==> src/sfc_pkg.sv <==
// shared constants and types for the serial frame control link
package sfc_pkg;
  localparam int RESULT_BITS = 12;
  localparam int LEAD_ZEROS = 3;
  localparam int WORD_BITS = 16;
  localparam int FRAME_CLOCKS = 20;
  localparam int TRACK_RISE = 13;
  localparam int SHUTDOWN_FALL = 10;
  localparam int NOISE_FALL = 2;
  localparam int CORE_CLK_MHZ = 25;
  localparam int CORE_CLK_NS = 40;
  localparam int ACQUISITION_TIME_NS = 350;
  localparam int QUIET_GAP_TIME_NS = 50;
  // least times round up to whole core cycles
  localparam int ACQ_CYCLES = (ACQUISITION_TIME_NS + CORE_CLK_NS - 1) / CORE_CLK_NS;
  localparam int QUIET_CYCLES = (QUIET_GAP_TIME_NS + CORE_CLK_NS - 1) / CORE_CLK_NS;
  localparam int SCLK_HALF_CYCLES = 4;
  localparam int FULL_SCALE_CODES = 4096;
  localparam logic [11:0] RESULT_RESET = 12'h000;
  typedef enum logic [1:0] {
    SFC_MODE_NORMAL = 2'b00,
    SFC_MODE_SHUTDOWN = 2'b01
  } sfc_mode_t;
  typedef enum logic [2:0] {
    SFC_M_IDLE = 3'b000,
    SFC_M_SETUP = 3'b001,
    SFC_M_LOW = 3'b010,
    SFC_M_HIGH = 3'b011,
    SFC_M_GAP = 3'b100
  } sfc_mstate_t;
endpackage

==> src/sfc_link_if.sv <==
// serial link between converter end and host master end
`timescale 1ns/100ps
interface sfc_link_if;
  logic selectN;
  logic serialClk;
  logic serialDataOut;
  logic serialDataOe;
  logic serialLine;
  // pulled low when nobody drives the line
  assign serialLine = serialDataOe ? serialDataOut : 1'b0;
  modport device (input selectN, input serialClk, output serialDataOut, output serialDataOe);
  modport host (output selectN, output serialClk, input serialLine);
endinterface

==> src/sfc_device.sv <==
// converter end: conversion sequencing, mode control and serial readout
// Operation
// - select fall samples input, enters hold, converts
// - back to track on 13th rising clock
// - master allows 350 ns acquisition time
// - data output driven when select falls
// - release output after 16th fall or select rise
// - three zeros then twelve bits, msb first
// - shift on falling edge, capture next falling
// - master supplies sixteen clocks per word
// - master tolerates extra fourth leading zero
// - master waits quiet gap before next select
// - select spacing: hold, track, padding sum
// - twenty clock frame gives full throughput
// - shorter frames allowed if timing met
// - straight binary, step is reference over 4096
// - two modes; select low enters normal
// - rise between 2nd and 10th fall enters shutdown
// - shutdown holds until select falls again
// - rise between 10th and 16th aborts, stays normal
// - master raises select before next conversion
// - rise before second fall keeps mode
// - shutdown aborts conversion, releases output
// - master discards first result after shutdown; host still strobes it with resultValid, flagged by resultDummy
`timescale 1ns/100ps
module sfc_device
  import sfc_pkg::*;
(
  // clock and reset
  input wire logic core_clk,
  input wire logic reset,
  // link
  sfc_link_if.device link,
  // analog core side
  input wire logic [RESULT_BITS-1:0] analogCode,
  output logic sampleHold,
  output logic trackPhase,
  output logic shutdownMode,
  output logic powerUpDummy
);
  typedef struct packed {
    logic [1:0] selSync;
    logic [1:0] clkSync;
    logic selPrev;
    logic clkPrev;
    logic active;
    logic hold;
    logic drive;
    logic dout;
    logic [4:0] fallCnt;
    logic [4:0] riseCnt;
    logic [WORD_BITS-1:0] shift;
    sfc_mode_t mode;
    logic modeAtStart;
    logic dummy;
    logic sample;
  } sfc_dev_state_t;

  // state after reset: select and clock seen at their idle high level
  localparam sfc_dev_state_t DEV_RESET = '{
    selSync: 2'b11,
    clkSync: 2'b11,
    selPrev: 1'b1,
    clkPrev: 1'b1,
    active: 1'b0,
    hold: 1'b0,
    drive: 1'b0,
    dout: 1'b0,
    fallCnt: 5'h00,
    riseCnt: 5'h00,
    shift: '0,
    mode: SFC_MODE_NORMAL,
    modeAtStart: 1'b0,
    dummy: 1'b0,
    sample: 1'b0
  };

  sfc_dev_state_t st_reg;
  sfc_dev_state_t st_next;
  logic selNow;
  logic clkNow;
  logic selFall;
  logic selRise;
  logic clkFall;
  logic clkRise;

  // edge of a synchronised level against its previous sample
  function automatic logic fellFrom(input logic prev, input logic now);
    return prev & ~now;
  endfunction

  function automatic logic roseFrom(input logic prev, input logic now);
    return ~prev & now;
  endfunction

  // one more edge counted, held at the top of the range
  function automatic logic [4:0] bumpCount(input logic [4:0] count);
    return (count == 5'h1f) ? count : count + 5'h01;
  endfunction

  // true when the edge being counted now is the given one
  function automatic logic reachesCount(input logic [4:0] count, input int target);
    return bumpCount(count) == 5'(target);
  endfunction

  function automatic logic [WORD_BITS-1:0] shiftOn(input logic [WORD_BITS-1:0] word);
    return {word[WORD_BITS-2:0], 1'b0};
  endfunction

  // word to send: leading zeros, result msb first, trailing zero
  function automatic logic [WORD_BITS-1:0] loadWord(input logic [RESULT_BITS-1:0] code);
    return {{LEAD_ZEROS{1'b0}}, code, 1'b0};
  endfunction

  // mode left behind when select rises after so many falling edges
  function automatic sfc_mode_t modeOnRise(input logic [4:0] falls, input logic startedDown);
    sfc_mode_t result;
    result = SFC_MODE_NORMAL;
    if (falls < 5'(NOISE_FALL))
    begin
      result = startedDown ? SFC_MODE_SHUTDOWN : SFC_MODE_NORMAL;
    end
    else if (falls < 5'(SHUTDOWN_FALL))
    begin
      result = SFC_MODE_SHUTDOWN;
    end
    else
    begin
      result = SFC_MODE_NORMAL;
    end
    return result;
  endfunction

  assign selNow = st_reg.selSync[1];
  assign clkNow = st_reg.clkSync[1];
  assign selFall = fellFrom(st_reg.selPrev, selNow);
  assign selRise = roseFrom(st_reg.selPrev, selNow);
  assign clkFall = fellFrom(st_reg.clkPrev, clkNow);
  assign clkRise = roseFrom(st_reg.clkPrev, clkNow);

  always_comb
  begin
    st_next = st_reg;
    st_next.selSync = {st_reg.selSync[0], link.selectN};
    st_next.clkSync = {st_reg.clkSync[0], link.serialClk};
    st_next.selPrev = selNow;
    st_next.clkPrev = clkNow;
    st_next.sample = 1'b0;
    if (selFall)
    begin
      // straight binary code captured at the sampling instant
      st_next.sample = 1'b1;
      st_next.hold = 1'b1;
      st_next.active = 1'b1;
      st_next.drive = 1'b1;
      st_next.fallCnt = 5'h00;
      st_next.riseCnt = 5'h00;
      st_next.shift = loadWord(analogCode);
      st_next.dout = 1'b0;
      st_next.modeAtStart = (st_reg.mode == SFC_MODE_SHUTDOWN);
      st_next.dummy = (st_reg.mode == SFC_MODE_SHUTDOWN);
      st_next.mode = SFC_MODE_NORMAL;
    end
    else if (selRise && st_reg.active)
    begin
      st_next.active = 1'b0;
      st_next.drive = 1'b0;
      st_next.hold = 1'b0;
      st_next.mode = modeOnRise(st_reg.fallCnt, st_reg.modeAtStart);
    end
    else if (st_reg.active && !selNow)
    begin
      if (clkRise && st_reg.riseCnt < 5'h1f)
      begin
        st_next.riseCnt = bumpCount(st_reg.riseCnt);
        if (reachesCount(st_reg.riseCnt, TRACK_RISE))
          st_next.hold = 1'b0;
      end
      if (clkFall && st_reg.fallCnt < 5'h1f)
      begin
        st_next.fallCnt = bumpCount(st_reg.fallCnt);
        // each falling edge presents the next bit
        st_next.dout = st_reg.shift[WORD_BITS-1];
        st_next.shift = shiftOn(st_reg.shift);
        if (reachesCount(st_reg.fallCnt, WORD_BITS))
          st_next.drive = 1'b0;
      end
    end
  end

  always_ff @(posedge core_clk)
  begin
    if (reset)
    begin
      st_reg <= DEV_RESET;
    end
    else
    begin
      st_reg <= st_next;
    end
  end

  assign link.serialDataOut = st_reg.dout;
  assign link.serialDataOe = st_reg.drive;
  assign sampleHold = st_reg.sample;
  assign trackPhase = ~st_reg.hold;
  assign shutdownMode = (st_reg.mode == SFC_MODE_SHUTDOWN);
  assign powerUpDummy = st_reg.dummy;
endmodule

==> src/flat_wrapper.sv <==
// flat-port wrapper written by rule: the top's interface ports become plain ports
module sfc_device_flat import sfc_pkg::*;
  (core_clk, reset, analogCode, sampleHold, trackPhase, shutdownMode, powerUpDummy, link_selectN, link_serialClk, link_serialDataOut, link_serialDataOe);
  sfc_link_if link_i ();
  input wire logic core_clk;
  input wire logic reset;
  input wire logic [RESULT_BITS-1:0] analogCode;
  output logic sampleHold;
  output logic trackPhase;
  output logic shutdownMode;
  output logic powerUpDummy;
  input wire logic [$bits(link_i.selectN)-1:0] link_selectN;
  input wire logic [$bits(link_i.serialClk)-1:0] link_serialClk;
  output wire logic [$bits(link_i.serialDataOut)-1:0] link_serialDataOut;
  output wire logic [$bits(link_i.serialDataOe)-1:0] link_serialDataOe;
  assign link_i.selectN = link_selectN;
  assign link_i.serialClk = link_serialClk;
  assign link_serialDataOut = link_i.serialDataOut;
  assign link_serialDataOe = link_i.serialDataOe;
  sfc_device u_core (.core_clk(core_clk), .reset(reset), .link(link_i), .analogCode(analogCode), .sampleHold(sampleHold), .trackPhase(trackPhase), .shutdownMode(shutdownMode), .powerUpDummy(powerUpDummy));
endmodule
==> config.mk <==
export PLATFORM = sky130hd
export DESIGN_NAME = sfc_device_flat
export DESIGN_NICKNAME = d
export VERILOG_FILES = /design/src/sfc_pkg.sv /design/src/sfc_link_if.sv /design/src/sfc_device.sv /design/src/flat_wrapper.sv
export SDC_FILE = /design/constraint.sdc
export NUM_CORES = 1
export LEC_CHECK = 0
export BUFFER_PORTS_ARGS = -buffer_cell sky130_fd_sc_hd__buf_4
export CAP_MARGIN = 0
export CORE_AREA = 2 2 61 63
export DETAILED_ROUTE_END_ITERATION = 7
export DIE_AREA = 0 0 63 65
export PLACE_DENSITY = 0.69
export SLEW_MARGIN = 20
export SYNTH_ARGS = -nofsm -noshare
export SYNTH_HDL_FRONTEND = slang
export SYNTH_SLANG_ARGS = --single-unit
==> constraint.sdc <==
create_clock -name core_clk -period 2.19 [get_ports core_clk]
set_clock_uncertainty 0.05 [all_clocks]
set_input_delay 0.657 -clock core_clk [delete_from_list [all_inputs] [get_ports core_clk]]
set_output_delay 0.657 -clock core_clk [all_outputs]
set_load 0.01 [all_outputs]
==> results by stage, run 1 <==
Outcome:
- The flow ran to the end, and the final reports show no timing, DRC or antenna violations.

Run:
- The tool flagged a number of max-cap violations equal to 0.

Placement:
- The count of buffers inserted at the top-level ports is 21.
- The placed wire-length estimate is approximately 2.4 mm.
- Including well taps, the total number of placed cells is ~250.
- The worst setup slack before clock tree synthesis is 0.3812 ns.
- The congestion estimate from routability-driven global placement came to between 0.8 and 0.9.

Timing:
- Counting I/O delays and the setup requirement, the final critical path takes between 1.5 and 2 ns.
- Headroom to the max-slew limit came out at a little over three fifths.
- Setup repair after global routing left no endpoint under its margin.
- The maximum clock rate is about 570 MHz.
- The final setup violation count is 0.
- The part of the cycle the worst path needs is about four fifths.
- Setup slack closes at about 0.42 ns.
- For the pin with the worst max-slew slack, the measured transition is 0.5617 ns.
- The setup total negative slack is 0 ns.
- The number of hold violations in the final report is 0.
- The count of pins over their slew limit is 0.

Synthesis:
- For this run, asynchronously set or reset flops after synthesis account for 0%.
- The synthesized design devotes to its leading area cell type between 40% and 50% of total area.
- The flip-flop cell with the highest count after synthesis is sky130_fd_sc_hd__dfxtp_1.
- The cell taking the most area after synthesis is sky130_fd_sc_hd__dfxtp_1.
- Sorting the synthesized cells by area gives the leading types as sky130_fd_sc_hd__dfxtp_1 (46%), sky130_fd_sc_hd__nand2_1 (8.1%), sky130_fd_sc_hd__a31oi_1 (5.3%), sky130_fd_sc_hd__o21ai_0 (4.8%), sky130_fd_sc_hd__mux2i_1 (3.0%).
- The share of synthesized area occupied by flip-flops and latches is between 40% and 50%.
- After synthesis, the mean cell area works out to roughly 8.8 sq um.
- The net count of the mapped netlist is approximately 210.
- The synthesized design contains 38 register bits.
- Yosys mapped a number of flops with a built-in enable equal to 0.
- Summing every instance area after synthesis gives between 1500 and 2000 sq um.
- For this run, the number of Yosys warnings is 0.
- Yosys mapped the design onto 40 distinct sky130hd cell types.
- After technology mapping, the gate count stands at 190.

Min path:
- The path category of the worst min-delay check is flop to flop.

Power:
- The share of total power dissipated in sequential elements is roughly half.
- Of the total power, the share spent switching nets is about a fifth.
- Of the total power, the clock network draws 42.4%.
- VDD sags by at most roughly 0.00044 V.
- Dividing total power by cell area gives a power density of between 700 and 800 nW/um^2.
- The share of power burned in combinational logic is 5.7%.
- Summed over all nets, the switching power comes to between 0.2 and 0.3 mW.
- The internal cell power is about 1.1 mW.
- The static leakage is ~0.73 nW.

Detailed routing:
- The first-iteration detailed-routing DRC count is between 70 and 80.
- The top routing layer in use is met4.
- The total via count in the routed design is about 1400.
- The routed design uses ~230 um of met3 wire.
- Wires add up to 3.448 mm.
- The average wire per standard cell is about 13 um.
- Using the TritonRoute via totals, the vias-per-cell ratio works out to roughly 5.5.
- After detailed routing, the wire length on met1 is 1.524 mm.
- The number of iterations in the first detailed-routing pass is 4.
- For this run, design rule violations remaining after detail routing come to 0.
- The remaining number of nets flagged by the antenna check after routing is 0.
- The routed length on met2 is between 1.5 and 2 mm.

Clock tree:
- The clock passes through at most 2 buffers.
- The root buffer cell is sky130_fd_sc_hd__clkbuf_4.
- The insertion delay to the later sink of the worst-skew pair is between 0.3 and 0.4 ns.
- The CTS buffer count is 5.
- For this design, the CTS-stage hold fixing added 0 buffers.
- The post-cts sizing count is 0.
- The number of H-tree branching levels is 2.
- The count of clock tree sinks is 38.
- The clock transition time at the flip-flop clock pins of the worst setup and hold paths is 0.11 ns.
- TritonCTS built the clock tree.
- The post-CTS repair timing setup buffer count is 0.

Floorplanning:
- The standard cell core area is roughly 3500 sq um.
- The die width is about 63 um.
- The row count is 22.
- The floorplan step set the die height to about 65 um.
- The initial utilization of the core area, before any placement, comes to between 40% and 50%.
- The area of the die is approximately 4100 sq um.
- For this design the top-level I/O count stands at 22.

Global routing:
- The initial antenna violation count is 0.
- The via count of the first global-routing pass came to between 1000 and 1500.
- Summed over all layers, the global routing overflow is 0.
- The maximum number of pins on one net before global-route repair is 25.
- The overall routing resource usage is 18.73%.
- The first-pass GRT wire length is roughly 5.9 mm.

Finish:
- The total number of nets in the final design is 228.
- The count of cells in the finished layout, fillers not included, comes to 259.
- The flip-flop count of the largest register, all copies and words added is 31.
- The area added between synthesis and finish is 16.53%.
- The repair_antennas step left the layout with diodes totalling 0.
- The post-route netlist has about a fifth of its cells at a drive strength greater than 1.
- For this run, the share of the core covered by cells in the final layout is between 50% and 60%.

Setup path:
- The kind of end point of the critical path is a flop.
- The library cell contributing the largest single delay on the critical path is sky130_fd_sc_hd__dfxtp_1.
- The data required time at the worst endpoint is 2.37 ns.
- By startpoint and endpoint, the worst setup path is classified as flop to flop.
- Together, buffers and inverters on the worst path number 0.
- The peak fanout along the critical path is 7.
- For this run, the slowest stage of the critical path takes approximately 0.50 ns.
- The cell family contributing the most delay on the critical path is compound AO/OA/AOI/OAI gates.
- The startpoint kind of the worst setup timing path is a flop.
- The critical path goes through ha_1 > and2_1 > o21ai_0 > a221oi_1 > o41ai_1.
- The data arrival time of the critical path is 1.95 ns.
-- worst paths after layout --
path / slack, ns / depth (start not counted) / endpoint / from
worst max-delay path: 0.42 / 5 / u_core.link.serialDataOe / u_core.st_reg[27]
worst min-delay path: 0.38 / 1 / u_core.clkNow / u_core.st_next[38]
worst max register to register: 0.42 / 5 / u_core.link.serialDataOe / u_core.st_reg[27]
worst min register to register: 0.38 / 1 / u_core.clkNow / u_core.st_next[38]
-- layer usage --
| metal | global-route usage [%] | up-vias |
|---|---|---|
| met3 | 7.813 | 4 |
| li1 | - | 717 |
| met2 | 30.19 | 45 |
| met4 | 7.778 | 0 |
| met5 | 0 | - |
| met1 | 21.92 | 663 |
-- cell families (layout without fill, tap and decap cells) --
| group | after synthesis | after routing | share of synthesized area (%) |
|---|---|---|---|
| and+or+nand+nor | 76 | 76 | 23.07 |
| muxes | 5 | 5 | 3.005 |
| buffers and inverters | 14 | 35 | 4.732 |
| adders and majority gates | 2 | 2 | 1.502 |
| DFF | 38 | 38 | 45.68 |
| xor gates and xnor gates | 2 | 2 | 1.052 |
| AOI/OAI and AO/OA | 53 | 53 | 20.96 |
-- Yosys cell counts (2+ instances only) --
cell,number
sky130_fd_sc_hd__and2b_1,2
sky130_fd_sc_hd__inv_1,4
sky130_fd_sc_hd__or4_1,2
sky130_fd_sc_hd__nand4_1,3
sky130_fd_sc_hd__ha_1,2
sky130_fd_sc_hd__buf_2,3
sky130_fd_sc_hd__nand2b_1,4
sky130_fd_sc_hd__a21oi_1,9
sky130_fd_sc_hd__or2_2,5
sky130_fd_sc_hd__o211ai_1,2
sky130_fd_sc_hd__mux2i_1,5
sky130_fd_sc_hd__o2111ai_1,2
sky130_fd_sc_hd__and2_1,2
sky130_fd_sc_hd__nor2b_1,2
sky130_fd_sc_hd__nand2_1,36
sky130_fd_sc_hd__buf_6,3
sky130_fd_sc_hd__dfxtp_1,38
sky130_fd_sc_hd__a31oi_1,14
sky130_fd_sc_hd__o21ai_0,16
sky130_fd_sc_hd__nor2_1,10
sky130_fd_sc_hd__nand3_1,4
sky130_fd_sc_hd__clkbuf_1,3
sky130_fd_sc_hd__xor2_1,2
-- metrics by stage --
step | hold slack [ns] | power, mW | instance area, sq um
floorplan | 0.3395 | 0.7784 | 1665
global placement | 0.3450 | 0.8137 | 1834
detailed placement | 0.3472 | 0.8164 | 1834
CTS | 0.3736 | 1.408 | 1941
global route | 0.3976 | 1.456 | 1941
finish | 0.3793 | 1.391 | 1941
-- layout make-up --
class	count	area, sq um
Fill cell	326	1555
Multi-Input combinational cell	138	825.8
Sequential cell	38	760.7
Timing Repair Buffer	23	172.7
Clock inverter	3	68.82
Tap cell	48	60.06
Clock buffer	5	37.54
Inverter	4	15.01
-- power by group through the flow --
stage	Sequential, mW	Combinational (mW)	Clock, mW
after floorplan	0.736	0.0426	0
after global placement	0.737	0.0764	0
after detailed placement	0.738	0.0786	0
after CTS	0.722	0.0793	0.606
after global routing	0.726	0.0873	0.644
final	0.722	0.0790	0.590
-- cells in the final DEF, fill, tap and decap left out, types with 2 or more instances in the layout --
cell type | synthesis | layout
sky130_fd_sc_hd__and2b_1 | 2 | 2
sky130_fd_sc_hd__dfxtp_1 | 38 | 38
sky130_fd_sc_hd__and2_1 | 2 | 2
sky130_fd_sc_hd__o211ai_1 | 2 | 2
sky130_fd_sc_hd__or4_1 | 2 | 2
sky130_fd_sc_hd__inv_1 | 4 | 4
sky130_fd_sc_hd__mux2i_1 | 5 | 5
sky130_fd_sc_hd__buf_4 | 0 | 23
sky130_fd_sc_hd__o21ai_0 | 16 | 16
sky130_fd_sc_hd__xor2_1 | 2 | 2
sky130_fd_sc_hd__a31oi_1 | 14 | 14
sky130_fd_sc_hd__clkbuf_4 | 0 | 5
sky130_fd_sc_hd__nand2_1 | 36 | 36
sky130_fd_sc_hd__a21oi_1 | 9 | 9
sky130_fd_sc_hd__bufinv_16 | 0 | 2
sky130_fd_sc_hd__o2111ai_1 | 2 | 2
sky130_fd_sc_hd__or2_2 | 5 | 5
sky130_fd_sc_hd__nor2b_1 | 2 | 2
sky130_fd_sc_hd__nand2b_1 | 4 | 4
sky130_fd_sc_hd__ha_1 | 2 | 2
sky130_fd_sc_hd__nand3_1 | 4 | 4
sky130_fd_sc_hd__nand4_1 | 3 | 3
sky130_fd_sc_hd__nor2_1 | 10 | 10
No activity file was read; power rests on OpenSTA's default activity.
==> inputs of run 2 (changes only) <==
Settings changed: PLACE_DENSITY 0.69 to 0.72.
Clock period 2.19 ns to 1.4 ns, I/O delays scaled along.
==> results by stage, run 2 (same netlist as run 1, synthesis figures left out) <==
Run:
- The number of maximum-capacitance violations is 0 (unchanged).

Floorplanning:
- The area of the die was 4095 sq um (unchanged).
- The standard cell core area is 3496 sq um (unchanged).
- The I/O pin count is 22 (unchanged).
- The chip height was 65 um (unchanged).
- The starting density of the core is 47.64% (unchanged).
- The die width is 63 um (unchanged).
- The row count is 22 (unchanged).

Placement:
- The count of buffers inserted at the top-level ports is 21 (unchanged).
- The worst setup slack before clock tree synthesis is -0.06580 ns (-0.4470 ns).
- The placed wire-length estimate came to 2.509 mm (+4.7%).
- The instance area after placement is 2033 sq um (+11%).
- The weighted congestion at the end of routability-driven global placement is 0.8192 (-1.5%).

Setup path:
- The flop-to-flop setup slack came to -0.05 ns (-0.48 ns).
- The sum of buffers and inverters on the critical path is 0 (unchanged).
- The classification of the worst setup path is flop to flop.
- The worst stage delay on the critical path was 0.46 ns (-0.04 ns).
- The library cell contributing the largest single delay on the critical path is sky130_fd_sc_hd__or4_4.
- The data arrival time of the critical path is 1.63 ns (-0.32 ns).
- The capture point of the worst reg-to-reg path is u_core.st_reg[33].
- The worst setup path is captured at a flop.
- Traced cell by cell, the critical path runs through ha_4 > or4_4 > o211ai_1 > a31oi_1.
- The length in cells of the worst reg-to-reg path is 4 (-1).
- The startpoint kind of the worst setup timing path is a flop.
- The cell family contributing the most delay on the critical path is simple AND/OR/NAND/NOR gates.
- The peak fanout along the critical path is 2 (-5).
- The startpoint identified for the worst register-to-register timing path is u_core.st_reg[22].
- The data required time at the worst endpoint is 1.57 ns (-0.80 ns).

Detailed routing:
- The via density per instance came to 5.298 (-4.0%).
- The first-iteration detailed-routing DRC count is 77 (-2.5%).
- The remaining number of nets flagged by the antenna check after routing is 0 (unchanged).
- The average wire per standard cell came to 12.46 um (-6.4%).
- The total via count in the routed design is 1510 (+5.7%).
- The residual DRC count was 0 (unchanged).
- The overall routed net length came to 3.552 mm (+3.0%).
- The number of iterations in the first detailed-routing pass was 4 (unchanged).

Timing:
- The part of the cycle the worst path needs is 103.9% (+23 points).
- The number of hold violations in the final report is 0 (unchanged).
- The final setup violation count was 2 (+2).
- The final worst setup slack is -0.05397 ns (-0.4764 ns).
- The worst max-slew margin expressed relative to the limit is 77.96% (+15 points).
- The count of pins over their slew limit is 0 (unchanged).
- The post-route worst hold slack was 0.2141 ns (-0.1653 ns).
- The actual slew at the worst max-slew pin is 0.3302 ns (-0.2315 ns).
- The final period demand of the worst path is 1.454 ns (-0.3136 ns).
- The setup total negative slack is -0.06922 ns (-0.06922 ns).
- Setup repair after global routing could not meet its margin everywhere.
- The maximum clock rate came to 687.8 MHz (+22%).

Finish:
- The share of final-layout standard cells stronger than drive strength 1 is 41.35% (+22 points).
- The area of the multi-input gates is 918.4 sq um (+11%).
- The combined flip-flop and latch cell area is 785.8 sq um (+3.3%).
- The top cell types in the final layout, fill and taps aside, are sky130_fd_sc_hd__buf_4 (43), sky130_fd_sc_hd__nand2_1 (28), sky130_fd_sc_hd__dfxtp_1 (28).
- The flip-flop count of the largest register, all copies and words added came to 31 (unchanged).
- The post-route cell area is 2237 sq um (+15%).
- The antenna diode count is 0 (unchanged).
- The number of fill cells in the layout is 315 (-3.4%).
- The leading cell type in the layout, fill and taps excluded is sky130_fd_sc_hd__buf_4.
- The area added between synthesis and finish is 34.34%.
- The total number of nets in the final design is 255 (+12%).

Clock tree:
- The CTS buffer count came to 5 (unchanged).
- The insertion delay to the later sink of the worst-skew pair is 0.34 ns (about the same).
- The clock transition time at the flip-flop clock pins of the worst setup and hold paths is 0.10 ns (about the same).
- The count of clock tree sinks is 38 (unchanged).
- The CTS tree is built.
- The clock tree buffer depth was 2 (unchanged).
- The number of H-tree branching levels is 2 (unchanged).
- The root buffer cell chosen for the clock tree is sky130_fd_sc_hd__clkbuf_4.
- The count of hold-fix buffers inserted at cts is 0 (unchanged).

Global routing:
- The sum of overflow across all layers after global routing was 0 (unchanged).
- The maximum number of pins on one net before global-route repair came to 22 (-12%).
- The first-pass GRT wire length is 5.975 mm (+1.3%).
- The via count of the first global-routing pass is 1429 (+10%).
- The initial antenna violation count came to 0 (unchanged).
- The overall routing resource usage is 18.60% (-0.13 points).

Outcome:
- The flow ran to the end, but the final reports show violations.
- The final reports fail on negative setup slack.

Min path:
- The path class of the tightest hold or removal check is primary input to flop.
- The path with the worst hold slack has its endpoint at u_core.st_next[38].
- The worst hold path cell count is 2 (+1).
- The hold path startpoint is link_serialClk.

Power:
- The overall power of the completed layout is 1.778 mW (+28%).
- The static leakage came to 0.8542 nW (+17%).
- The total power density per cell area is 794.9 nW/um^2 (+11%).
- The worst vdd rail ir drop came to 0.0006425 V (+45%).
[run 2: cell count changes in the layout (fill, tap and decap cells not counted), sizes merged]
cell / change
clkinv: +1
bufinv: -2
buf: +27
[run 2: how the worst max path moves through the flow]
stage	start	endpoint	slack, ns	depth (start not counted)
final	u_core.st_reg[22]	u_core.st_reg[33]	-0.05	4
after detailed placement	u_core.st_reg[27]	u_core.link.serialDataOe	-0.07	5
after floorplan	u_core.st_reg[22]	u_core.st_reg[33]	-0.04	4
after CTS	u_core.st_reg[22]	u_core.st_reg[33]	-0.06	4
after global routing	u_core.st_reg[22]	u_core.st_reg[33]	-0.09	4
after global placement	u_core.st_reg[26]	u_core.link.serialDataOe	-0.08	5
[run 2: what timing repair did]
item / 4_1_cts / 5_1_grt
setup buffers: 1 / 3
setup endpoints to repair: 19 / 24
resized for setup: 6 / 34
pin swaps: 3 / 14
gates cloned: 0 / 1
[run 2: area by class of cell]
type / instances / area share, %
clock inverters: 2 / 0.4474
clock buffers: 5 / 1.678
well taps: 48 / 2.685
flip-flops and latches: 38 / 35.12
inverters: 4 / 0.6711
repair buffers: 50 / 18.34
multi-input cells: 138 / 41.05
[run 2: through the flow]
step | instances | utilization (%)
after floorplan | 190 | -
after global placement | 273 | 58.16
after detailed placement | 273 | 58.16
after CTS | 281 | 60.38
after global routing | 285 | 63.99
final | 285 | 63.99
[run 2: metal layers]
layer | vias to the layer above | wire length (um) | global-route usage (%)
met4 | 0 | 50 | 9.722
li1 | 773 | - | -
met5 | - | 0 | 0
met1 | 710 | 1580 | 20.48
met2 | 20 | 1811 | 32.98
met3 | 7 | 110 | 4.688
[run 2: power by group]
part | internal [mW] | leakage, nW | switching [mW]
logic | 0.0781 | 0.509 | 0.0669
registers | 1.10 | 0.314 | 0.0187
clock network | 0.181 | 0.0308 | 0.331
==> inputs of run 3 (changes only) <==
--- a/constraint.sdc
+++ b/constraint.sdc
@@ -3,3 +3,3 @@
 set_input_delay 0.42 -clock core_clk [delete_from_list [all_inputs] [get_ports core_clk]]
 set_output_delay 0.42 -clock core_clk [all_outputs]
-set_load 0.01 [all_outputs]
+set_load 0.02 [all_outputs]
==> results by stage, run 3 (same netlist as run 1, synthesis figures left out) <==
Min path:
- The worst hold path belongs to the class primary input to flop.

Global routing:
- The sum of overflow across all layers after global routing is 0 (unchanged).
- The first-pass GRT wire length came to 5.975 mm (unchanged).
- The initial antenna violation count was 0 (unchanged).
- The via count of the first global-routing pass is 1429 (unchanged).
- The maximum number of pins on one net before global-route repair came to 22 (unchanged).
- The overall routing resource usage is 18.60% (unchanged).

Power:
- The worst vdd rail ir drop is 0.0006458 V (+0.52%).
- The overall power of the completed layout was 1.782 mW (+0.24%).
- The static leakage is 0.8545 nW (about the same).
- The total power density per cell area is 796.3 nW/um^2 (+0.18%).

Setup path:
- The peak fanout along the critical path is 2 (unchanged).
- The worst setup path is launched from a flop.
- The data arrival time of the critical path is 1.63 ns (about the same).
- The critical path is of the flop to flop type.
- The data required time at the worst endpoint is 1.57 ns (about the same).
- The worst setup path is captured at a flop.

Finish:
- The core utilization of the finished layout is 64.03% (about the same).
- The number of fill cells in the layout came to 314 (-0.32%).
- The flip-flop count of the largest register, all copies and words added was 31 (unchanged).
- The area added between synthesis and finish is 34.41% (about the same).
- The count of non-filler cells in the finished layout is 285 (unchanged).
- The antenna diode count is 0 (unchanged).
- The total number of nets in the final design is 255 (unchanged).
- The library cells used most frequently in the layout, excluding fill and tap cells, are sky130_fd_sc_hd__buf_4 (43), sky130_fd_sc_hd__nand2_1 (28), sky130_fd_sc_hd__dfxtp_1 (27).
- The share of final-layout standard cells stronger than drive strength 1 is 41.77% (+0.42 points).
- Leaving out fill and tap cells, the most frequent cell in the layout is sky130_fd_sc_hd__buf_4.

Floorplanning:
- The standard cell core area came to 3496 sq um (unchanged).
- The I/O pin count came to 22 (unchanged).
- The starting density of the core is 47.64% (unchanged).
- The row count is 22 (unchanged).
- The die width is 63 um (unchanged).
- The area of the die came to 4095 sq um (unchanged).
- The chip height is 65 um (unchanged).

Clock tree:
- The CTS tree is built.
- The number of H-tree branching levels is 2 (unchanged).
- The CTS buffer count came to 5 (unchanged).
- The count of clock tree sinks came to 38 (unchanged).
- The clock transition time at the flip-flop clock pins of the worst setup and hold paths is 0.10 ns (about the same).
- The root buffer cell is sky130_fd_sc_hd__clkbuf_4.
- The clock tree buffer depth is 2 (unchanged).
- The insertion delay to the later sink of the worst-skew pair came to 0.34 ns (about the same).

Placement:
- The weighted congestion at the end of routability-driven global placement was 0.8192 (unchanged).
- The count of buffers inserted at the top-level ports is 21 (unchanged).
- The worst setup slack before clock tree synthesis is -0.06580 ns (unchanged).
- The placed wire-length estimate was 2.509 mm (unchanged).
- The number of placed cells counting well taps is 273 (unchanged).

Timing:
- The setup total negative slack is -0.06911 ns (+0.0001068 ns).
- The maximum clock rate was 687.8 MHz (unchanged).
- Setup repair after global routing could not meet its margin everywhere.
- The final worst setup slack is -0.05397 ns (+0.0000001000 ns).
- The final period demand of the worst path is 1.454 ns (-0.0000001000 ns).
- The actual slew at the worst max-slew pin is 0.3302 ns (-0.000001907 ns).
- The count of pins over their slew limit is 0 (unchanged).
- The final setup violation count came to 2 (unchanged).
- The part of the cycle the worst path needs came to 103.9% (about the same).
- The number of hold violations in the final report was 0 (unchanged).
- The worst max-slew margin expressed relative to the limit is 77.96% (about the same).

Outcome:
- The flow ran to the end, but the final reports show violations.
- The final reports fail on negative setup slack.

Detailed routing:
- The total via count in the routed design came to 1510 (unchanged).
- The overall routed net length is 3.560 mm (+0.23%).
- The number of iterations in the first detailed-routing pass is 4 (unchanged).
- The average wire per standard cell is 12.49 um (+0.23%).
- The via density per instance is 5.298 (unchanged).
- The residual DRC count is 0 (unchanged).
- The first-iteration detailed-routing DRC count is 78 (+1.3%).
- The remaining number of nets flagged by the antenna check after routing is 0 (unchanged).

Run:
- The number of maximum-capacitance violations is 0 (unchanged).
==> run 3: cell counts in the layout (fill, tap and decap cells not counted) <==
No cell type changed its count.
==> run 3: per-stage QoR <==
stage	hold slack, ns	instance area (sq um)
2_1_floorplan	0.3395	1689
3_3_place_gp	0.3436	2033
3_5_place_dp	0.3454	2033
4_1_cts	0.1939	2111
5_1_grt	0.1896	2238
6_report	0.2145	2238
==> run 3: layout make-up <==
type,count,area [sq um],share of cell area [%]
Timing Repair Buffer,50,410.4,18.33
Sequential cell,38,787.0,35.16
Clock inverter,2,10.01,0.4472
Clock buffer,5,37.54,1.677
Multi-Input combinational cell,138,918.4,41.03
Inverter,4,15.01,0.6708
Tap cell,48,60.06,2.683
==> run 3: power by group <==
group          internal, mW  switching, mW  total (mW)
sequential             1.10         0.0189        1.12
combinational        0.0786         0.0704       0.149
clock                 0.181          0.331       0.512
total                  1.36          0.420        1.78
==> run 3: worst max-delay path: stages, from the launching register on <==
cell,delay (ns)
sky130_fd_sc_hd__dfxtp_2,0.35
sky130_fd_sc_hd__ha_4,0.23
sky130_fd_sc_hd__or4_4,0.46
sky130_fd_sc_hd__o211ai_1,0.17
sky130_fd_sc_hd__a31oi_1,0.10
==> run 3: path summary, 6_finish.rpt <==
check	depth (start not counted)	slack (ns)	start	to
min reg2reg	1	0.37	u_core.st_next[38]	u_core.clkNow
max	4	-0.05	u_core.st_reg[22]	u_core.st_reg[33]
max reg2reg	4	-0.05	u_core.st_reg[22]	u_core.st_reg[33]
min	2	0.21	link_serialClk	u_core.st_next[38]
==> run 3: timing repair <==
action                                  CTS  global route
pin swaps                                 3            15
endpoints found under the setup margin   20            25
buffers inserted                          1             3
cloned                                    0             1
hold buffers                              0             0
gates resized for setup                   6            35
==> run 3: metal layers <==
metal  GRT usage [%]  part of all wire, %  wire length, um
met1           20.48                   44             1579
met2           32.98                   50             1797
met3           4.688                  3.2              115
met4           9.722                  1.9               68
met5               0                    0                0
